`src/pkg/clk_timer_pkg.sv`:
```
// Constants for the clock-control and 16-bit timer block.
// Assumes one system clock; oscillators and port pins arrive as sampled inputs.
package clk_timer_pkg;

	// Register offsets on the plain register port
	localparam logic [5:0] CLOCK_MODE_OFFSET  = 6'h03;
	localparam logic [5:0] IRQ_FLAGS_OFFSET   = 6'h05;
	localparam logic [5:0] SIXTEEN_BIT_TIMER_MODE_OFFSET = 6'h06;
	localparam logic [5:0] CRYSTAL_CTRL_OFFSET = 6'h0a;
	localparam logic [5:0] EDGE_SELECT_OFFSET = 6'h0c;

	// Field positions
	localparam int XTAL_EN_BIT   = 7;
	localparam int XTAL_DRV_HI   = 6;
	localparam int XTAL_DRV_LO   = 5;
	localparam int FAST_EN_BIT   = 4;
	localparam int SLOW_EN_BIT   = 2;
	localparam int WDOG_EN_BIT   = 1;
	localparam int PA5_MODE_BIT  = 0;
	localparam int T16_SRC_HI    = 7;
	localparam int T16_SRC_LO    = 5;
	localparam int T16_PRE_HI    = 4;
	localparam int T16_PRE_LO    = 3;
	localparam int T16_BIT_HI    = 2;
	localparam int T16_BIT_LO    = 0;
	localparam int EDGE_T16_BIT  = 4;
	localparam int FLAG_T16_BIT  = 2;

	// Clock mode values and the reset value of the other registers
	localparam logic [7:0] CLOCK_MODE_RESET      = 8'he6;
	localparam logic [7:0] CLOCK_MODE_SLOW_CAL   = 8'he4;
	localparam logic [7:0] CLOCK_MODE_FAST2_CAL  = 8'h34;
	localparam logic [7:0] CLOCK_MODE_FAST4_CAL  = 8'h14;
	localparam logic [7:0] CLOCK_MODE_BOOT_FAST64 = 8'hd6;
	localparam logic [7:0] REG_RESET             = 8'h00;

	// Crystal range the edge sampler is sized for
	localparam int CRYSTAL_MIN_KHZ = 32;
	localparam int CRYSTAL_MAX_KHZ = 4000;
	localparam int CLK_SYS_KHZ     = 50000;

	typedef enum logic [1:0] {
		CAL_DISABLED = 2'b00,
		CAL_SLOW     = 2'b01,
		CAL_FAST2    = 2'b10,
		CAL_FAST4    = 2'b11
	} cal_option_type;

	typedef enum logic [1:0] {
		SRC_FAST = 2'b00,
		SRC_SLOW = 2'b01,
		SRC_XTAL = 2'b10
	} core_src_type;

	typedef enum logic [2:0] {
		T16_STOP   = 3'b000,
		T16_CORE   = 3'b001,
		T16_UNUSED = 3'b010,
		T16_PA4    = 3'b011,
		T16_FAST   = 3'b100,
		T16_XTAL   = 3'b101,
		T16_SLOW   = 3'b110,
		T16_PA0    = 3'b111
	} t16_src_type;

	typedef enum logic [1:0] {
		BOOT_WAIT1 = 2'b00,
		BOOT_WAIT2 = 2'b01,
		BOOT_APPLY = 2'b10,
		BOOT_RUN   = 2'b11
	} boot_state_type;

	// Pin index in the edge-sampler array
	localparam int PIN_FAST  = 0;
	localparam int PIN_SLOW  = 1;
	localparam int PIN_XTAL  = 2;
	localparam int PIN_PA0   = 3;
	localparam int PIN_PA4   = 4;
	localparam int PIN_COUNT = 5;

endpackage : clk_timer_pkg

```
`src/rtl/core_clock_select_and_sixteen_bit_timer.sv`:
```
// Core clock selection, oscillator enables and the 16-bit timer.
// Assumes oscillators and port pins are asynchronous levels, sampled on clk_sys.
// Functional notes
// - Slow-RC calibration option leaves clock mode 0xE4 after boot.
// - Calibration disabled: clock mode keeps its 0xE6 default with the boot strap set, else boots to 0xD6.
// - Crystal control bit 7 enables the crystal oscillator.
// - Crystal control bits 6:5 choose low, medium or high drive.
// - Crystal supported only from 32 kHz to 4 MHz.
// - Core clock comes from exactly one of fast RC, slow RC, crystal.
// - A clock mode write switches source and divider at once.
// - 0x34 fast/2, 0x14 fast/4, 0xF4 slow, 0xB0 crystal.
// - Crystal, fast RC and slow RC enables are independent bits.
// - Timer clock: core, fast RC, slow RC, crystal, line0 or line4.
// - Prescaler divides by 1, 4, 16 or 64 from timer mode bits 4:3.
// - Counter counts up by one per prescaled tick and wraps.
// - Store strobe loads counter; load strobe returns current count.
// - Timer mode bits 2:0 pick counter bit 8 to 15.
// - Edge select bit 4 picks rising or falling transition.
// - Timer mode bits 7:5 pick the clock source, zero stops.
// - Request flag bit 2 sets on each qualifying edge.
`timescale 1ns/1ns
module core_clock_select_and_sixteen_bit_timer (
	input  wire logic        clk_sys,
	input  wire logic        resetn,
	input  wire logic [5:0]  reg_addr,
	input  wire logic [7:0]  reg_wdata,
	input  wire logic        reg_write,
	input  wire logic        reg_read,
	output logic [7:0]       reg_rdata,
	input  wire logic        counter_store_insn,
	input  wire logic [15:0] counter_store_data,
	input  wire logic        counter_load_insn,
	output logic [15:0]      counter_load_data,
	input  wire logic        internal_fast_rc,
	input  wire logic        internal_slow_rc,
	input  wire logic        crystal_oscillator,
	input  wire logic        port_a_line0,
	input  wire logic        port_a_line4,
	input  wire logic [1:0]  calibration_directive,
	input  wire logic        boot_fast_strap,
	output logic             fast_rc_enable,
	output logic             slow_rc_enable,
	output logic             crystal_enable,
	output logic [1:0]       crystal_drive,
	output logic [1:0]       core_clock_source,
	output logic [2:0]       core_clock_div_log2,
	output logic             watchdog_enable,
	output logic             port_a_line5_input,
	output logic             timer_request
);

	////////////////////////////////////////////////////////////////////////////////////////
	// Decoding functions

	// Source from clock mode bits 7:5
	function automatic clk_timer_pkg::core_src_type mode_source(input logic [7:0] mode);
		clk_timer_pkg::core_src_type src;
		src = clk_timer_pkg::SRC_FAST;
		if (mode[7:5] == 3'b111)
			src = clk_timer_pkg::SRC_SLOW;
		else if (mode[7:5] == 3'b101)
			src = clk_timer_pkg::SRC_XTAL;
		return src;
	endfunction : mode_source

	// Divider as a power of two; unlisted fast codes run at /64
	function automatic logic [2:0] mode_div_log2(input logic [7:0] mode);
		logic [2:0] lg;
		lg = 3'h6;
		case ({mode[7:5], mode[3]})
			4'b0010: lg = 3'h1;
			4'b0000: lg = 3'h2;
			4'b0011: lg = 3'h3;
			4'b0001: lg = 3'h4;
			4'b0111: lg = 3'h5;
			4'b1110, 4'b1111, 4'b1010, 4'b1011: lg = 3'h0;
			default: lg = 3'h6;
		endcase
		return lg;
	endfunction : mode_div_log2

	// All-ones mask of a given width, used by both dividers
	function automatic logic [5:0] low_mask(input logic [2:0] lg);
		return 6'(({1'b0, 6'h3f} >> (3'h6 - lg)) & 7'h3f);
	endfunction : low_mask

	////////////////////////////////////////////////////////////////////////////////////////
	// Pin and oscillator edge sampling

	wire  [clk_timer_pkg::PIN_COUNT-1:0] pin_vec = {port_a_line4, port_a_line0,
		crystal_oscillator, internal_slow_rc, internal_fast_rc};
	logic [clk_timer_pkg::PIN_COUNT-1:0] pin_rise;

	genvar gi;
	generate
		for (gi = 0; gi < clk_timer_pkg::PIN_COUNT; gi++) begin : g_pin
			pin_edge_sync u_sync (
				.clk_sys (clk_sys),
				.resetn  (resetn),
				.pin     (pin_vec[gi]),
				.rise_q  (pin_rise[gi])
			);
		end
	endgenerate

	// Straps pass two flops before the boot logic reads them
	logic [2:0] strap_meta_q;
	logic [2:0] strap_sync_q;

	always_ff @(posedge clk_sys or negedge resetn) begin
		if (!resetn) begin
			strap_meta_q <= 3'h0;
			strap_sync_q <= 3'h0;
		end else begin
			strap_meta_q <= {boot_fast_strap, calibration_directive};
			strap_sync_q <= strap_meta_q;
		end
	end

	////////////////////////////////////////////////////////////////////////////////////////
	// Registers and boot sequence

	clk_timer_pkg::boot_state_type boot_q;
	clk_timer_pkg::boot_state_type boot_d;
	logic [7:0] clock_mode_q;
	logic [7:0] clock_mode_d;
	logic [7:0] sixteen_bit_timer_mode_q;
	logic [7:0] crystal_ctrl_q;
	logic [7:0] edge_select_q;
	logic       t16_flag_q;
	logic       t16_flag_d;
	logic       t16_event;

	always_comb begin
		case (boot_q)
			clk_timer_pkg::BOOT_WAIT1: boot_d = clk_timer_pkg::BOOT_WAIT2;
			clk_timer_pkg::BOOT_WAIT2: boot_d = clk_timer_pkg::BOOT_APPLY;
			clk_timer_pkg::BOOT_APPLY: boot_d = clk_timer_pkg::BOOT_RUN;
			clk_timer_pkg::BOOT_RUN:   boot_d = clk_timer_pkg::BOOT_RUN;
			default:                   boot_d = clk_timer_pkg::BOOT_RUN;
		endcase
	end

	wire boot_apply = (boot_q == clk_timer_pkg::BOOT_APPLY);
	wire booted     = (boot_q == clk_timer_pkg::BOOT_RUN);
	wire wr_mode    = booted & reg_write & (reg_addr == clk_timer_pkg::CLOCK_MODE_OFFSET);
	wire wr_t16     = reg_write & (reg_addr == clk_timer_pkg::SIXTEEN_BIT_TIMER_MODE_OFFSET);
	wire wr_xtal    = reg_write & (reg_addr == clk_timer_pkg::CRYSTAL_CTRL_OFFSET);
	wire wr_edge    = reg_write & (reg_addr == clk_timer_pkg::EDGE_SELECT_OFFSET);
	wire wr_flags   = reg_write & (reg_addr == clk_timer_pkg::IRQ_FLAGS_OFFSET);

	// Boot value by calibration option; disabled keeps the default only with the fast strap set, else loads 0xD6
	wire [1:0] cal_opt = strap_sync_q[1:0];
	wire [7:0] boot_mode =
		(cal_opt == clk_timer_pkg::CAL_SLOW)  ? clk_timer_pkg::CLOCK_MODE_SLOW_CAL :
		(cal_opt == clk_timer_pkg::CAL_FAST2) ? clk_timer_pkg::CLOCK_MODE_FAST2_CAL :
		(cal_opt == clk_timer_pkg::CAL_FAST4) ? clk_timer_pkg::CLOCK_MODE_FAST4_CAL :
		strap_sync_q[2] ? clk_timer_pkg::CLOCK_MODE_RESET :
		clk_timer_pkg::CLOCK_MODE_BOOT_FAST64;

	assign clock_mode_d = boot_apply ? boot_mode :
		wr_mode ? reg_wdata : clock_mode_q;

	// Hardware set wins over a clearing write
	assign t16_flag_d = t16_event |
		(wr_flags ? reg_wdata[clk_timer_pkg::FLAG_T16_BIT] : t16_flag_q);

	always_ff @(posedge clk_sys or negedge resetn) begin
		if (!resetn) begin
			boot_q         <= clk_timer_pkg::BOOT_WAIT1;
			clock_mode_q   <= clk_timer_pkg::CLOCK_MODE_RESET;
			sixteen_bit_timer_mode_q <= clk_timer_pkg::REG_RESET;
			crystal_ctrl_q <= clk_timer_pkg::REG_RESET;
			edge_select_q  <= clk_timer_pkg::REG_RESET;
			t16_flag_q     <= 1'b0;
		end else begin
			boot_q       <= boot_d;
			clock_mode_q <= clock_mode_d;
			t16_flag_q   <= t16_flag_d;
			if (wr_t16)
				sixteen_bit_timer_mode_q <= reg_wdata;
			if (wr_xtal)
				crystal_ctrl_q <= reg_wdata;
			if (wr_edge)
				edge_select_q <= reg_wdata;
		end
	end

	////////////////////////////////////////////////////////////////////////////////////////
	// Register read port

	wire [7:0] read_value =
		(reg_addr == clk_timer_pkg::CLOCK_MODE_OFFSET)   ? clock_mode_q :
		(reg_addr == clk_timer_pkg::SIXTEEN_BIT_TIMER_MODE_OFFSET) ? sixteen_bit_timer_mode_q :
		(reg_addr == clk_timer_pkg::CRYSTAL_CTRL_OFFSET) ? crystal_ctrl_q :
		(reg_addr == clk_timer_pkg::EDGE_SELECT_OFFSET)  ? edge_select_q :
		(reg_addr == clk_timer_pkg::IRQ_FLAGS_OFFSET)    ?
			(8'h01 << clk_timer_pkg::FLAG_T16_BIT) & {8{t16_flag_q}} : 8'h00;

	always_ff @(posedge clk_sys or negedge resetn) begin
		if (!resetn)
			reg_rdata <= 8'h00;
		else
			reg_rdata <= reg_read ? read_value : 8'h00;
	end

	////////////////////////////////////////////////////////////////////////////////////////
	// Oscillator enables and core clock selection

	wire        fast_on_d = clock_mode_d[clk_timer_pkg::FAST_EN_BIT];
	wire        slow_on_d = clock_mode_d[clk_timer_pkg::SLOW_EN_BIT];
	wire [1:0]  source_d  = mode_source(clock_mode_d);
	wire [2:0]  div_d     = mode_div_log2(clock_mode_d);

	always_ff @(posedge clk_sys or negedge resetn) begin
		if (!resetn) begin
			fast_rc_enable      <= clk_timer_pkg::CLOCK_MODE_RESET[clk_timer_pkg::FAST_EN_BIT];
			slow_rc_enable      <= clk_timer_pkg::CLOCK_MODE_RESET[clk_timer_pkg::SLOW_EN_BIT];
			crystal_enable      <= 1'b0;
			crystal_drive       <= 2'b00;
			core_clock_source   <= clk_timer_pkg::SRC_SLOW;
			core_clock_div_log2 <= 3'h0;
			watchdog_enable     <= clk_timer_pkg::CLOCK_MODE_RESET[clk_timer_pkg::WDOG_EN_BIT];
			port_a_line5_input  <= 1'b1;
		end else begin
			fast_rc_enable      <= fast_on_d;
			slow_rc_enable      <= slow_on_d;
			crystal_enable      <= crystal_ctrl_q[clk_timer_pkg::XTAL_EN_BIT];
			crystal_drive       <= crystal_ctrl_q[clk_timer_pkg::XTAL_DRV_HI:
				clk_timer_pkg::XTAL_DRV_LO];
			core_clock_source   <= source_d;
			core_clock_div_log2 <= div_d;
			watchdog_enable     <= clock_mode_d[clk_timer_pkg::WDOG_EN_BIT];
			port_a_line5_input  <= ~clock_mode_d[clk_timer_pkg::PA5_MODE_BIT];
		end
	end

	// An oscillator only ticks while enabled; crystal edges up to 4 MHz sample cleanly
	wire fast_tick = pin_rise[clk_timer_pkg::PIN_FAST] & fast_rc_enable;
	wire slow_tick = pin_rise[clk_timer_pkg::PIN_SLOW] & slow_rc_enable;
	wire xtal_tick = pin_rise[clk_timer_pkg::PIN_XTAL] & crystal_enable;

	wire src_tick =
		(core_clock_source == clk_timer_pkg::SRC_SLOW) ? slow_tick :
		(core_clock_source == clk_timer_pkg::SRC_XTAL) ? xtal_tick : fast_tick;

	logic [5:0] core_div_q;
	wire        core_div_end = (core_div_q & low_mask(core_clock_div_log2)) ==
		low_mask(core_clock_div_log2);
	wire        core_tick    = src_tick & core_div_end;

	always_ff @(posedge clk_sys or negedge resetn) begin
		if (!resetn)
			core_div_q <= 6'h00;
		else if (wr_mode)
			core_div_q <= 6'h00;
		else if (src_tick)
			core_div_q <= core_div_end ? 6'h00 : core_div_q + 6'h01;
	end

	////////////////////////////////////////////////////////////////////////////////////////
	// Timer source, prescaler and counter

	wire [2:0] t16_src = sixteen_bit_timer_mode_q[clk_timer_pkg::T16_SRC_HI:clk_timer_pkg::T16_SRC_LO];
	wire [1:0] t16_pre = sixteen_bit_timer_mode_q[clk_timer_pkg::T16_PRE_HI:clk_timer_pkg::T16_PRE_LO];
	wire [2:0] t16_bit = sixteen_bit_timer_mode_q[clk_timer_pkg::T16_BIT_HI:clk_timer_pkg::T16_BIT_LO];

	logic t16_src_tick;
	always_comb begin
		case (t16_src)
			clk_timer_pkg::T16_CORE: t16_src_tick = core_tick;
			clk_timer_pkg::T16_PA4:  t16_src_tick = pin_rise[clk_timer_pkg::PIN_PA4];
			clk_timer_pkg::T16_FAST: t16_src_tick = fast_tick;
			clk_timer_pkg::T16_XTAL: t16_src_tick = xtal_tick;
			clk_timer_pkg::T16_SLOW: t16_src_tick = slow_tick;
			clk_timer_pkg::T16_PA0:  t16_src_tick = pin_rise[clk_timer_pkg::PIN_PA0];
			default:                 t16_src_tick = 1'b0;
		endcase
	end

	logic [5:0]  pre_q;
	logic [15:0] count_q;
	wire  [5:0]  pre_mask  = low_mask({t16_pre, 1'b0});
	wire         pre_end   = (pre_q & pre_mask) == pre_mask;
	wire         count_inc = t16_src_tick & pre_end;
	wire  [15:0] count_nxt = count_q + 16'h0001;
	wire  [3:0]  sel_idx   = {1'b1, t16_bit};
	wire         sel_old   = count_q[sel_idx];
	wire         sel_new   = count_nxt[sel_idx];
	wire         falling   = edge_select_q[clk_timer_pkg::EDGE_T16_BIT];

	assign t16_event = count_inc & ~counter_store_insn &
		(falling ? (sel_old & ~sel_new) : (~sel_old & sel_new));

	always_ff @(posedge clk_sys or negedge resetn) begin
		if (!resetn)
			pre_q <= 6'h00;
		else if (t16_src_tick)
			pre_q <= pre_end ? 6'h00 : pre_q + 6'h01;
	end

	always_ff @(posedge clk_sys or negedge resetn) begin
		if (!resetn)
			count_q <= 16'h0000;
		else if (counter_store_insn)
			count_q <= counter_store_data;
		else if (count_inc)
			count_q <= count_nxt;
	end

	always_ff @(posedge clk_sys or negedge resetn) begin
		if (!resetn) begin
			counter_load_data <= 16'h0000;
			timer_request     <= 1'b0;
		end else begin
			counter_load_data <= counter_load_insn ? count_q : counter_load_data;
			timer_request     <= t16_flag_d;
		end
	end
endmodule : core_clock_select_and_sixteen_bit_timer

```
`src/rtl/pin_edge_sync.sv`:
```
// Two-flop synchroniser with rising-edge pulse for one outside level.
// Assumes the input toggles slower than half the system clock.
`timescale 1ns/1ns
module pin_edge_sync (
	input  wire logic clk_sys,
	input  wire logic resetn,
	input  wire logic pin,
	output logic      rise_q
);

	logic meta_q;
	logic sync_q;
	logic last_q;
	wire  rise_d = sync_q & ~last_q;

	always_ff @(posedge clk_sys or negedge resetn) begin
		if (!resetn) begin
			meta_q <= 1'b0;
			sync_q <= 1'b0;
			last_q <= 1'b0;
			rise_q <= 1'b0;
		end else begin
			meta_q <= pin;
			sync_q <= meta_q;
			last_q <= sync_q;
			rise_q <= rise_d;
		end
	end

endmodule : pin_edge_sync

```
`config.mk`:
```
export PLATFORM = sky130hd
export DESIGN_NAME = core_clock_select_and_sixteen_bit_timer
export DESIGN_NICKNAME = d
export VERILOG_FILES = /design/src/pkg/clk_timer_pkg.sv /design/src/rtl/core_clock_select_and_sixteen_bit_timer.sv /design/src/rtl/pin_edge_sync.sv
export SDC_FILE = /design/constraint.sdc
export NUM_CORES = 1
export LEC_CHECK = 0
export ABC_CLOCK_PERIOD_IN_PS = 2800
export BUFFER_PORTS_ARGS = -buffer_cell sky130_fd_sc_hd__buf_2
export CAP_MARGIN = 20
export CELL_PAD_IN_SITES_DETAIL_PLACEMENT = 1
export CELL_PAD_IN_SITES_GLOBAL_PLACEMENT = 2
export CORE_UTILIZATION = 38
export CTS_CLUSTER_DIAMETER = 80
export DETAILED_ROUTE_END_ITERATION = 8
export GPL_TIMING_DRIVEN = 0
export PLACE_DENSITY_LB_ADDON = 0.1
export SETUP_SLACK_MARGIN = 0.2
export SYNTH_ARGS = -nofsm -noshare
export SYNTH_HDL_FRONTEND = slang
export SYNTH_HIERARCHICAL = 1
export SYNTH_SLANG_ARGS = --single-unit
export TNS_END_PERCENT = 1
```
`constraint.sdc`:
```
create_clock -name clk_sys -period 2.8 [get_ports clk_sys]
set_clock_uncertainty 0.15 [all_clocks]
set_input_delay 0.56 -clock clk_sys [delete_from_list [all_inputs] [get_ports clk_sys]]
set_output_delay 0.56 -clock clk_sys [all_outputs]
set_load 0.02 [all_outputs]
```
==> results of run 1 <==
==> final timing paths <==
path                                         from  slack (ns)                     end  cells past startpoint
min in group asynchronous                  resetn        0.49           core_div_q[4]                      2
min                              internal_fast_rc        0.09  g_pin[0].u_sync/meta_q                      1
max reg2reg                core_clock_div_log2[1]        0.22              count_q[8]                      8
max                        core_clock_div_log2[1]        0.22              count_q[8]                      8
min reg2reg                       strap_meta_q[0]        0.20         strap_sync_q[0]                      0
max in group asynchronous                  resetn        1.28         clock_mode_q[7]                      3
==> cells in the final DEF, fill, tap and decap left out, types with 8 or more instances in the layout <==
cell type    n
inv_1       15
clkbuf_16   18
mux2_2      42
a21oi_1      8
clkbuf_1    10
nor3_1       8
a222oi_1     8
buf_2       80
xnor2_1     10
a21boi_0    10
o21ai_0     15
mux2i_1     16
nor2_1      24
nand2_1     45
nand3_1     15
dfrtp_1    114
==> critical path: stages, from the launching register on <==
cell,delay (ns)
dfrtp_2,0.44
ha_4,0.28
o22ai_1,0.10
nor3_4,0.29
o2111ai_4,0.27
buf_8,0.22
a21o_1,0.20
or4_1,0.47
nand3_1,0.09
==> cells by family (layout without fill, tap and decap cells) <==
group | Yosys count | after routing | share of synthesized area, %
buffers and inverters | 35 | 157 | 2.45
adder cells (fa/ha/maj) | 8 | 8 | 1.74
multiplexers | 60 | 60 | 11.8
AND/OR/NAND/NOR | 151 | 151 | 14.9
AO/OA/AOI/OAI | 97 | 97 | 14.2
flip-flops | 122 | 122 | 53.2
XOR/XNOR | 12 | 12 | 1.82
==> synth_stat cells, types with 4 or more instances <==
cell      number  area share [%]
dfrtp_1      115              50
nand2_1       45             2.9
mux2_2        42             8.2
nor2_1        24             1.6
mux2i_1       16             2.8
inv_1         15            0.98
nand3_1       15             1.3
o21ai_0       15             1.3
clkbuf_1      12            0.78
a21boi_0      10             1.3
xnor2_1       10             1.5
a21oi_1        8            0.70
a222oi_1       8             1.4
ha_1           8             1.7
nor3_1         8            0.70
a211oi_1       7            0.91
dfstp_2        7             3.2
nand2b_1       6            0.65
nor2b_1        6            0.65
nand4_1        5            0.54
nor2b_4        5             1.2
a21oi_2        4            0.61
a22oi_1        4            0.52
and2_1         4            0.43
buf_2          4            0.35
or4_1          4            0.52
==> metrics by stage <==
stage	power (W)	setup slack [ns]	hold slack (ns)
finish	0.00535	0.222	0.0907
global route	0.00560	0.132	0.0661
CTS	0.00536	0.186	0.0721
floorplan	0.00272	0.148	0.114
global placement	0.00300	-0.550	0.182
detailed placement	0.00304	-0.286	0.186
==> power by group <==
part	switching [W]	total (W)	internal (W)	leakage, nW
clock	0.000910	0.00228	0.00137	0.303
sequential	0.000194	0.00218	0.00198	1.51
combinational	0.000511	0.000893	0.000382	1.35
total	0.00162	0.00535	0.00374	3.17
==> per-layer routing <==
metal | track usage, % | up-vias | part of all wire (%)
li1 | - | 2016 | -
met1 | 30.2 | 2201 | 49
met2 | 31.2 | 95 | 45
met3 | 4.96 | 11 | 4.5
met4 | 6.89 | 0 | 1.0
met5 | 0 | - | 0
==> timing repair <==
action / 4_1_cts / 5_1_grt
gates cloned: 0 / 1
hold endpoints to repair: 46 / 0
hold buffers: 1 / 0
setup buffers: 2 / 6
endpoints found under the setup margin: 10 / 20
resized for setup: 2 / 11
pin swaps: 1 / 4
==> registers in the layout, summed over array words and instances (netlist names), 6 cells and up <==
name	flops
count_q	16
edge_select_q	8
crystal_ctrl_q	8
sixteen_bit_timer_mode_q	8
core_div_q	6
pre_q	6
reg_rdata	8
clock_mode_q	8
counter_load_data	16
==> final cells by class <==
cell class	instances	area (um^2)
inverter	15	56.3
fill	1567	7430
multi-input combinational	328	2600
clock inverter	14	173
tap	184	230
clock buffer	18	439
timing repair buffer	90	552
buffer	20	101
sequential	122	3060
==> impl_metrics.toml, run 1 <==
[placed_design]
hpwl_um = 10700
dp_cells = 748
port_buffers = 78
placed_area_um2 = 6420
gp_congestion = 0.786

[detailed_routing]
firstDrtPassIters = 8
drc = 10
drt-initial-drc-count = 291
wirelength_um = 15200
ant_nets = 0
wl_per_cell_um = 19.3
via_per_inst = 5.47
vias = 4323

[power_and_ir_drop]
ir_drop_v = 0.000538
power.leakage_nw = 3.17
power_density_nw_per_um2 = 742

[cts]
clk_latency_ns = 0.42
clock-sinks = 122
numCtsBuffers = 17
clk_path_buf_depth = 2
clk_pin_slew_ns = 0.06
htreeDepth = 4
clk_root_buffer_cell = "clkbuf_16"
cts_tree = "yes"

[outcome]
violations = "DRC"
outcome = "finished with violations"

[cells_and_area]
antennaDiodeCount = 0
drive_above_1_share_pct = 34.6
design_area_um2 = 7220
final_util_pct = 49.3
stdcell_count = 791
area.growth.synth_to_final_pct = 25.3
final_nets = 646

[synth]
synthArstFlopShare_pct = 100
yosysUniqueCellTypes = 75
syn_area_per_cell_um2 = 11.9
yosysSeqAreaShare_pct = 53.2
netlist_instances = 485
synthFlopType = "dfrtp_1"
yosysWarnings = 6
synth-edff-count = 0
ys_seq_elements = 122
netlist_area_um2 = 5760
syn-num-nets = 537

[sta]
rsz0062_at_grt = "true"
period_share_pct = 92.1
finalCriticalPeriod_ns = 2.58
worstMarginPinSlew_ns = 0.756
clock.fmax_mhz = 388
slew_headroom_pct = 49.4
hold_violations = 0
slew_viol_final = 0
finalSetupTns_ns = 0
setup_violations = 0

[floorplanning]
fp.dieH_um = 125
row_count = 44
boundaryPins = 81
fp.dieW_um = 125
core_um2 = 14600
dieArea_um2 = 15700
start_util_pct = 39.3

[worst_setup_path]
worstSetupStartpointType = "flip-flop"
critPathRequiredTime_ns = 3.01
crit_path_end_kind = "flip-flop"
worstPathArrival_ns = 2.79
crit_path_max_fanout = 5
path_class = "reg -> reg"

[global_routing]
grt_first_pass_wirelength_um = 25000
grt_max_degree = 75
grt_pass1_vias = 4518
antenna_found_initial = 0
grt_usage_pct = 21.0
globalRouteOverflowTotal = 0

[min_path]
min_path_type = "in -> reg"

[run]
cap_viol_max_count = 0
Power figures use the tool's default switching activity.
==> inputs of run 2 (changes only) <==
--- a/config.mk
+++ b/config.mk
@@ -5,13 +5,13 @@
 export SDC_FILE = /design/constraint.sdc
 export NUM_CORES = 1
 export LEC_CHECK = 0
-export ABC_CLOCK_PERIOD_IN_PS = 2800
+export ABC_CLOCK_PERIOD_IN_PS = 2550
 export BUFFER_PORTS_ARGS = -buffer_cell sky130_fd_sc_hd__buf_2
 export CAP_MARGIN = 20
 export CELL_PAD_IN_SITES_DETAIL_PLACEMENT = 1
 export CELL_PAD_IN_SITES_GLOBAL_PLACEMENT = 2
 export CORE_UTILIZATION = 38
-export CTS_CLUSTER_DIAMETER = 80
+export CTS_CLUSTER_DIAMETER = 100
 export DETAILED_ROUTE_END_ITERATION = 8
 export GPL_TIMING_DRIVEN = 0
 export PLACE_DENSITY_LB_ADDON = 0.1
==> constraint.sdc (replaced) <==
create_clock -name clk_sys -period 2.55 [get_ports clk_sys]
set_clock_uncertainty 0.15 [all_clocks]
set_input_delay 0.51 -clock clk_sys [delete_from_list [all_inputs] [get_ports clk_sys]]
set_output_delay 0.51 -clock clk_sys [all_outputs]
set_load 0.02 [all_outputs]
==> impl_metrics.toml, run 2 (synthesis results as in run 1) <==
[outcome]
outcome = "finished with violations"
violations = "DRC"

[cts]
clk_pin_slew_ns = 0.06
clk_latency_ns = 0.43
clk_path_buf_depth = 2
clk_root_buffer_cell = "clkbuf_16"
cts_tree = "yes"
clock-sinks = 122
numCtsBuffers = 17
htreeDepth = 4

[cells_and_area]
layout_commonest_cell = "dfrtp_1"
final_util_pct = 50.1
top_regs = "count_q x16, counter_load_data x16"
stdcell_count = 795
area.growth.synth_to_final_pct = 27.5
drive_above_1_share_pct = 37.6
layout_common_cells = "114 x dfrtp_1, 81 x buf_2, 45 x nand2_1"
antennaDiodeCount = 0
final_nets = 650

[worst_setup_path]
crit_slowest_cell = "dfrtp_2"
worstPathArrival_ns = 2.60
worstSetupStartpointType = "flip-flop"
crit_path_max_fanout = 5
crit_path_end_kind = "flip-flop"
path_cells = "buf_6, ha_4, xor2_2, nor3_4, o2111ai_4, buf_2, a211oi_1, xnor2_1, o21ai_0"
crit_buf_inv = 2
slowest_delay_ns = 0.44
critPathRequiredTime_ns = 2.68
path_class = "reg -> reg"
cp_top_family = "compound AO/OA/AOI/OAI gates"

[placed_design]
hpwl_um = 10700
port_buffers = 78
gp_congestion = 0.786
dp_worst_setup_slack_ns = -0.486
dp_cells = 748

[detailed_routing]
wl_per_cell_um = 19.5
drc = 6
vias = 4364
firstDrtPassIters = 9
via_per_inst = 5.49
wirelength_um = 15500
ant_nets = 0
drt-initial-drc-count = 293

[power_and_ir_drop]
power.internal_w = 0.00413
power.switching_w = 0.00181
clkPwrFrac_pct = 42.3
switching_share_pct = 30.4
combPwrFrac_pct = 17.3
power_density_nw_per_um2 = 808
power.leakage_nw = 3.20
ir_drop_v = 0.000591
seqPwrFrac_pct = 40.4

[global_routing]
globalRouteOverflowTotal = 0
grt_usage_pct = 21.2
grt_first_pass_wirelength_um = 25200
antenna_found_initial = 0
grt_pass1_vias = 4571
grt_max_degree = 75

[sta]
fin_ws_ns = 0.0782
timing.hold.ws_ns = 0.0380
finalSetupTns_ns = 0
slew_viol_final = 0
period_share_pct = 96.9
worstMarginPinSlew_ns = 0.775
slew_headroom_pct = 48.2
rsz0062_at_grt = "true"
clock.fmax_mhz = 405
hold_violations = 0
setup_violations = 0
finalCriticalPeriod_ns = 2.47

[floorplanning]
core_um2 = 14600
fp.dieW_um = 125
row_count = 44
start_util_pct = 39.3
fp.dieH_um = 125
boundaryPins = 81
dieArea_um2 = 15700

[min_path]
min_path_type = "in -> reg"

[run]
cap_viol_max_count = 0
-- run 2: cell types whose count changed in the layout (fill, tap and decap cells not counted), moves of 2 or more --
cell	before	now
a21oi_2	2	4
a211oi_1	7	5
mux2i_1	16	14
o21ai_1	1	4
o21ai_0	15	11
mux2i_4	0	2
buf_6	2	6
a211oi_2	0	2
-- run 2: path summary, 6_finish.rpt --
path | from | end | slack, ns | depth (start not counted)
worst max register to register | core_clock_div_log2[1] | count_q[9] | 0.08 | 9
worst max-delay path | core_clock_div_log2[1] | count_q[9] | 0.08 | 9
min in group asynchronous | resetn | core_div_q[4] | 0.44 | 2
worst min-delay path | internal_fast_rc | g_pin[0].u_sync/meta_q | 0.04 | 1
worst min register to register | strap_meta_q[0] | strap_sync_q[0] | 0.20 | 0
max in group asynchronous | resetn | port_a_line5_input | 1.09 | 3
-- run 2: power by group through the flow --
| stage | sequential, W | combinational, W | clock (W) |
|---|---|---|---|
| after floorplan | 0.00245 | 0.000539 | 0 |
| after global placement | 0.00241 | 0.000891 | 0 |
| after detailed placement | 0.00242 | 0.000922 | 0 |
| after CTS | 0.00239 | 0.000998 | 0.00255 |
| after global routing | 0.00243 | 0.00112 | 0.00264 |
| final | 0.00240 | 0.00103 | 0.00251 |
-- run 2: worst register-to-register path, stage by stage (launching register included) --
cell and delay (ns):
dfrtp_2 0.44, buf_6 0.14, ha_4 0.15, xor2_2 0.16, nor3_4 0.19, o2111ai_4 0.24, buf_2 0.25, a211oi_1 0.36
xnor2_1 0.16, o21ai_0 0.09
-- run 2: layout make-up --
cell class | count | area (um^2)
inverters | 15 | 56.3
flip-flops and latches | 122 | 3060
clock buffers | 18 | 439
fillers | 1562 | 7300
multi-input cells | 329 | 2720
plain buffers | 20 | 97.6
clock inverters | 14 | 173
repair buffers | 93 | 566
well taps | 184 | 230
-- run 2: metal layers --
| layer | routed length, um | global-route usage [%] |
|---|---|---|
| met2 | 6960 | 31.9 |
| met5 | 0 | 0 |
| met3 | 578 | 4.92 |
| met1 | 7770 | 30.3 |
| met4 | 183 | 6.89 |
-- run 2: per-stage QoR --
stage                     total power, W  cell area (um^2)
after floorplan                  0.00299              5770
after global placement           0.00330              6390
after detailed placement         0.00334              6420
after CTS                        0.00594              7170
after global routing             0.00620              7340
final                            0.00593              7340
-- run 2: what timing repair did --
| action | CTS | global route |
|---|---|---|
| hold endpoints to repair | 46 | 0 |
| gates cloned | 1 | 1 |
| hold buffers | 1 | 0 |
| buffers inserted | 7 | 4 |
| resized for setup | 10 | 28 |
| pin swaps | 7 | 24 |
| endpoints found under the setup margin | 34 | 25 |
==> inputs of run 3 (changes only) <==
--- a/config.mk
+++ b/config.mk
@@ -15,7 +15,6 @@
 export DETAILED_ROUTE_END_ITERATION = 8
 export GPL_TIMING_DRIVEN = 0
 export PLACE_DENSITY_LB_ADDON = 0.1
-export SETUP_SLACK_MARGIN = 0.2
 export SYNTH_ARGS = -nofsm -noshare
 export SYNTH_HDL_FRONTEND = slang
 export SYNTH_HIERARCHICAL = 1
==> impl_metrics.toml, run 3 (synthesis results as in run 1) <==
[cts]
clk_pin_slew_ns = 0.06
clk_root_buffer_cell = "clkbuf_16"
clock-sinks = 122
clk_latency_ns = 0.43
cts_tree = "yes"
htreeDepth = 4
numCtsBuffers = 17
clk_path_buf_depth = 2

[worst_setup_path]
crit_path_max_fanout = 5
worstPathArrival_ns = 2.71
critPathRequiredTime_ns = 2.76
path_class = "reg -> reg"
crit_path_end_kind = "flip-flop"
worstSetupStartpointType = "flip-flop"

[outcome]
outcome = "finished with violations"
violations = "DRC"

[cells_and_area]
layout_common_cells = "114 x dfrtp_1, 80 x buf_2, 45 x nand2_1"
antennaDiodeCount = 0
top_regs = "count_q x16, counter_load_data x16"
layout_commonest_cell = "dfrtp_1"
drive_above_1_share_pct = 35.3
area.growth.synth_to_final_pct = 25.7
final_nets = 645
fill_cells = 1569

[floorplanning]
fp.dieH_um = 125
fp.dieW_um = 125
row_count = 44
dieArea_um2 = 15700
core_um2 = 14600
start_util_pct = 39.3
boundaryPins = 81

[sta]
hold_violations = 0
period_share_pct = 98.2
worstMarginPinSlew_ns = 0.729
finalSetupTns_ns = 0
slew_viol_final = 0
finalCriticalPeriod_ns = 2.50
clock.fmax_mhz = 399
fin_ws_ns = 0.0460
setup_violations = 0
slew_headroom_pct = 51.2
rsz0062_at_grt = "true"

[placed_design]
gp_congestion = 0.786
hpwl_um = 10700
dp_worst_setup_slack_ns = -0.486
port_buffers = 78

[detailed_routing]
vias = 4362
via_per_inst = 5.52
drc = 6
firstDrtPassIters = 9
wl_per_cell_um = 19.5
ant_nets = 0
wirelength_um = 15400
drt-initial-drc-count = 243

[min_path]
min_path_type = "in -> reg"

[power_and_ir_drop]
ir_drop_v = 0.000591
power.leakage_nw = 3.18
power_density_nw_per_um2 = 814

[global_routing]
grt_pass1_vias = 4534
antenna_found_initial = 0
grt_usage_pct = 21.0
grt_max_degree = 75
grt_first_pass_wirelength_um = 25000
globalRouteOverflowTotal = 0

[run]
cap_viol_max_count = 0
==> run 3: changes by cell type in the layout (fill, tap and decap cells not counted), sizes merged <==
cell   before  now
buf        99   95
a21oi      14   13
==> run 3: cell type report <==
cell class / count / area, um^2 / share of cell area [%]
Buffer: 19 / 96.3 / 1.33
Tap cell: 184 / 230 / 3.18
Inverter: 15 / 56.3 / 0.778
Clock buffer: 18 / 439 / 6.07
Sequential cell: 122 / 3060 / 42.3
Timing Repair Buffer: 90 / 552 / 7.62
Clock inverter: 14 / 173 / 2.39
Multi-Input combinational cell: 328 / 2630 / 36.3
==> run 3: timing repair <==
item,4_1_cts,5_1_grt
hold buffers,1,0
pin swaps,3,5
endpoints found under the hold margin,46,0
resized for setup,3,14
setup buffers,4,4
cloned,0,1
endpoints found under the setup margin,17,20
==> run 3: final timing paths <==
| kind | from | end | slack, ns | cells past startpoint |
|---|---|---|---|---|
| max reg2reg | core_clock_div_log2[1] | count_q[8] | 0.05 | 8 |
| min reg2reg | strap_meta_q[0] | strap_sync_q[0] | 0.20 | 0 |
| min in group asynchronous | resetn | core_div_q[4] | 0.44 | 2 |
| max in group asynchronous | resetn | clock_mode_q[7] | 1.08 | 3 |
| max | core_clock_div_log2[1] | count_q[8] | 0.05 | 8 |
| min | internal_fast_rc | g_pin[0].u_sync/meta_q | 0.04 | 1 |
==> run 3: where the power goes <==
group	internal [W]	switching, W
combinational	0.000420	0.000561
sequential	0.00218	0.000223
clock	0.00151	0.00100
total	0.00410	0.00179
==> run 3: metrics by stage <==
step / std cells / hold slack, ns / total power (W) / area [um^2] / utilization, %
finish: 790 / 0.0376 / 0.00589 / 7240 / 49.4
global route: 790 / 0.0161 / 0.00615 / 7240 / 49.4
CTS: 784 / 0.0221 / 0.00590 / 7100 / 48.5
detailed placement: 748 / 0.186 / 0.00334 / 6420 / 43.8
global placement: 747 / 0.182 / 0.00330 / 6390 / 43.6
floorplan: 485 / 0.0644 / 0.00299 / 5770 / -
==> run 3: worst max-delay path, stage by stage (launching register included) <==
cell and delay, ns:
dfrtp_2 0.45, ha_4 0.29, o22ai_2 0.08, nor3_4 0.21, o2111ai_4 0.27, buf_8 0.22, a21o_1 0.21, or4_1 0.47
nand3_1 0.09
==> run 3: routing by layer <==
metal	wire length, um	track usage (%)
met1	7600	30.1
met2	6890	31.4
met3	700	4.92
met4	184	6.89
met5	0	0
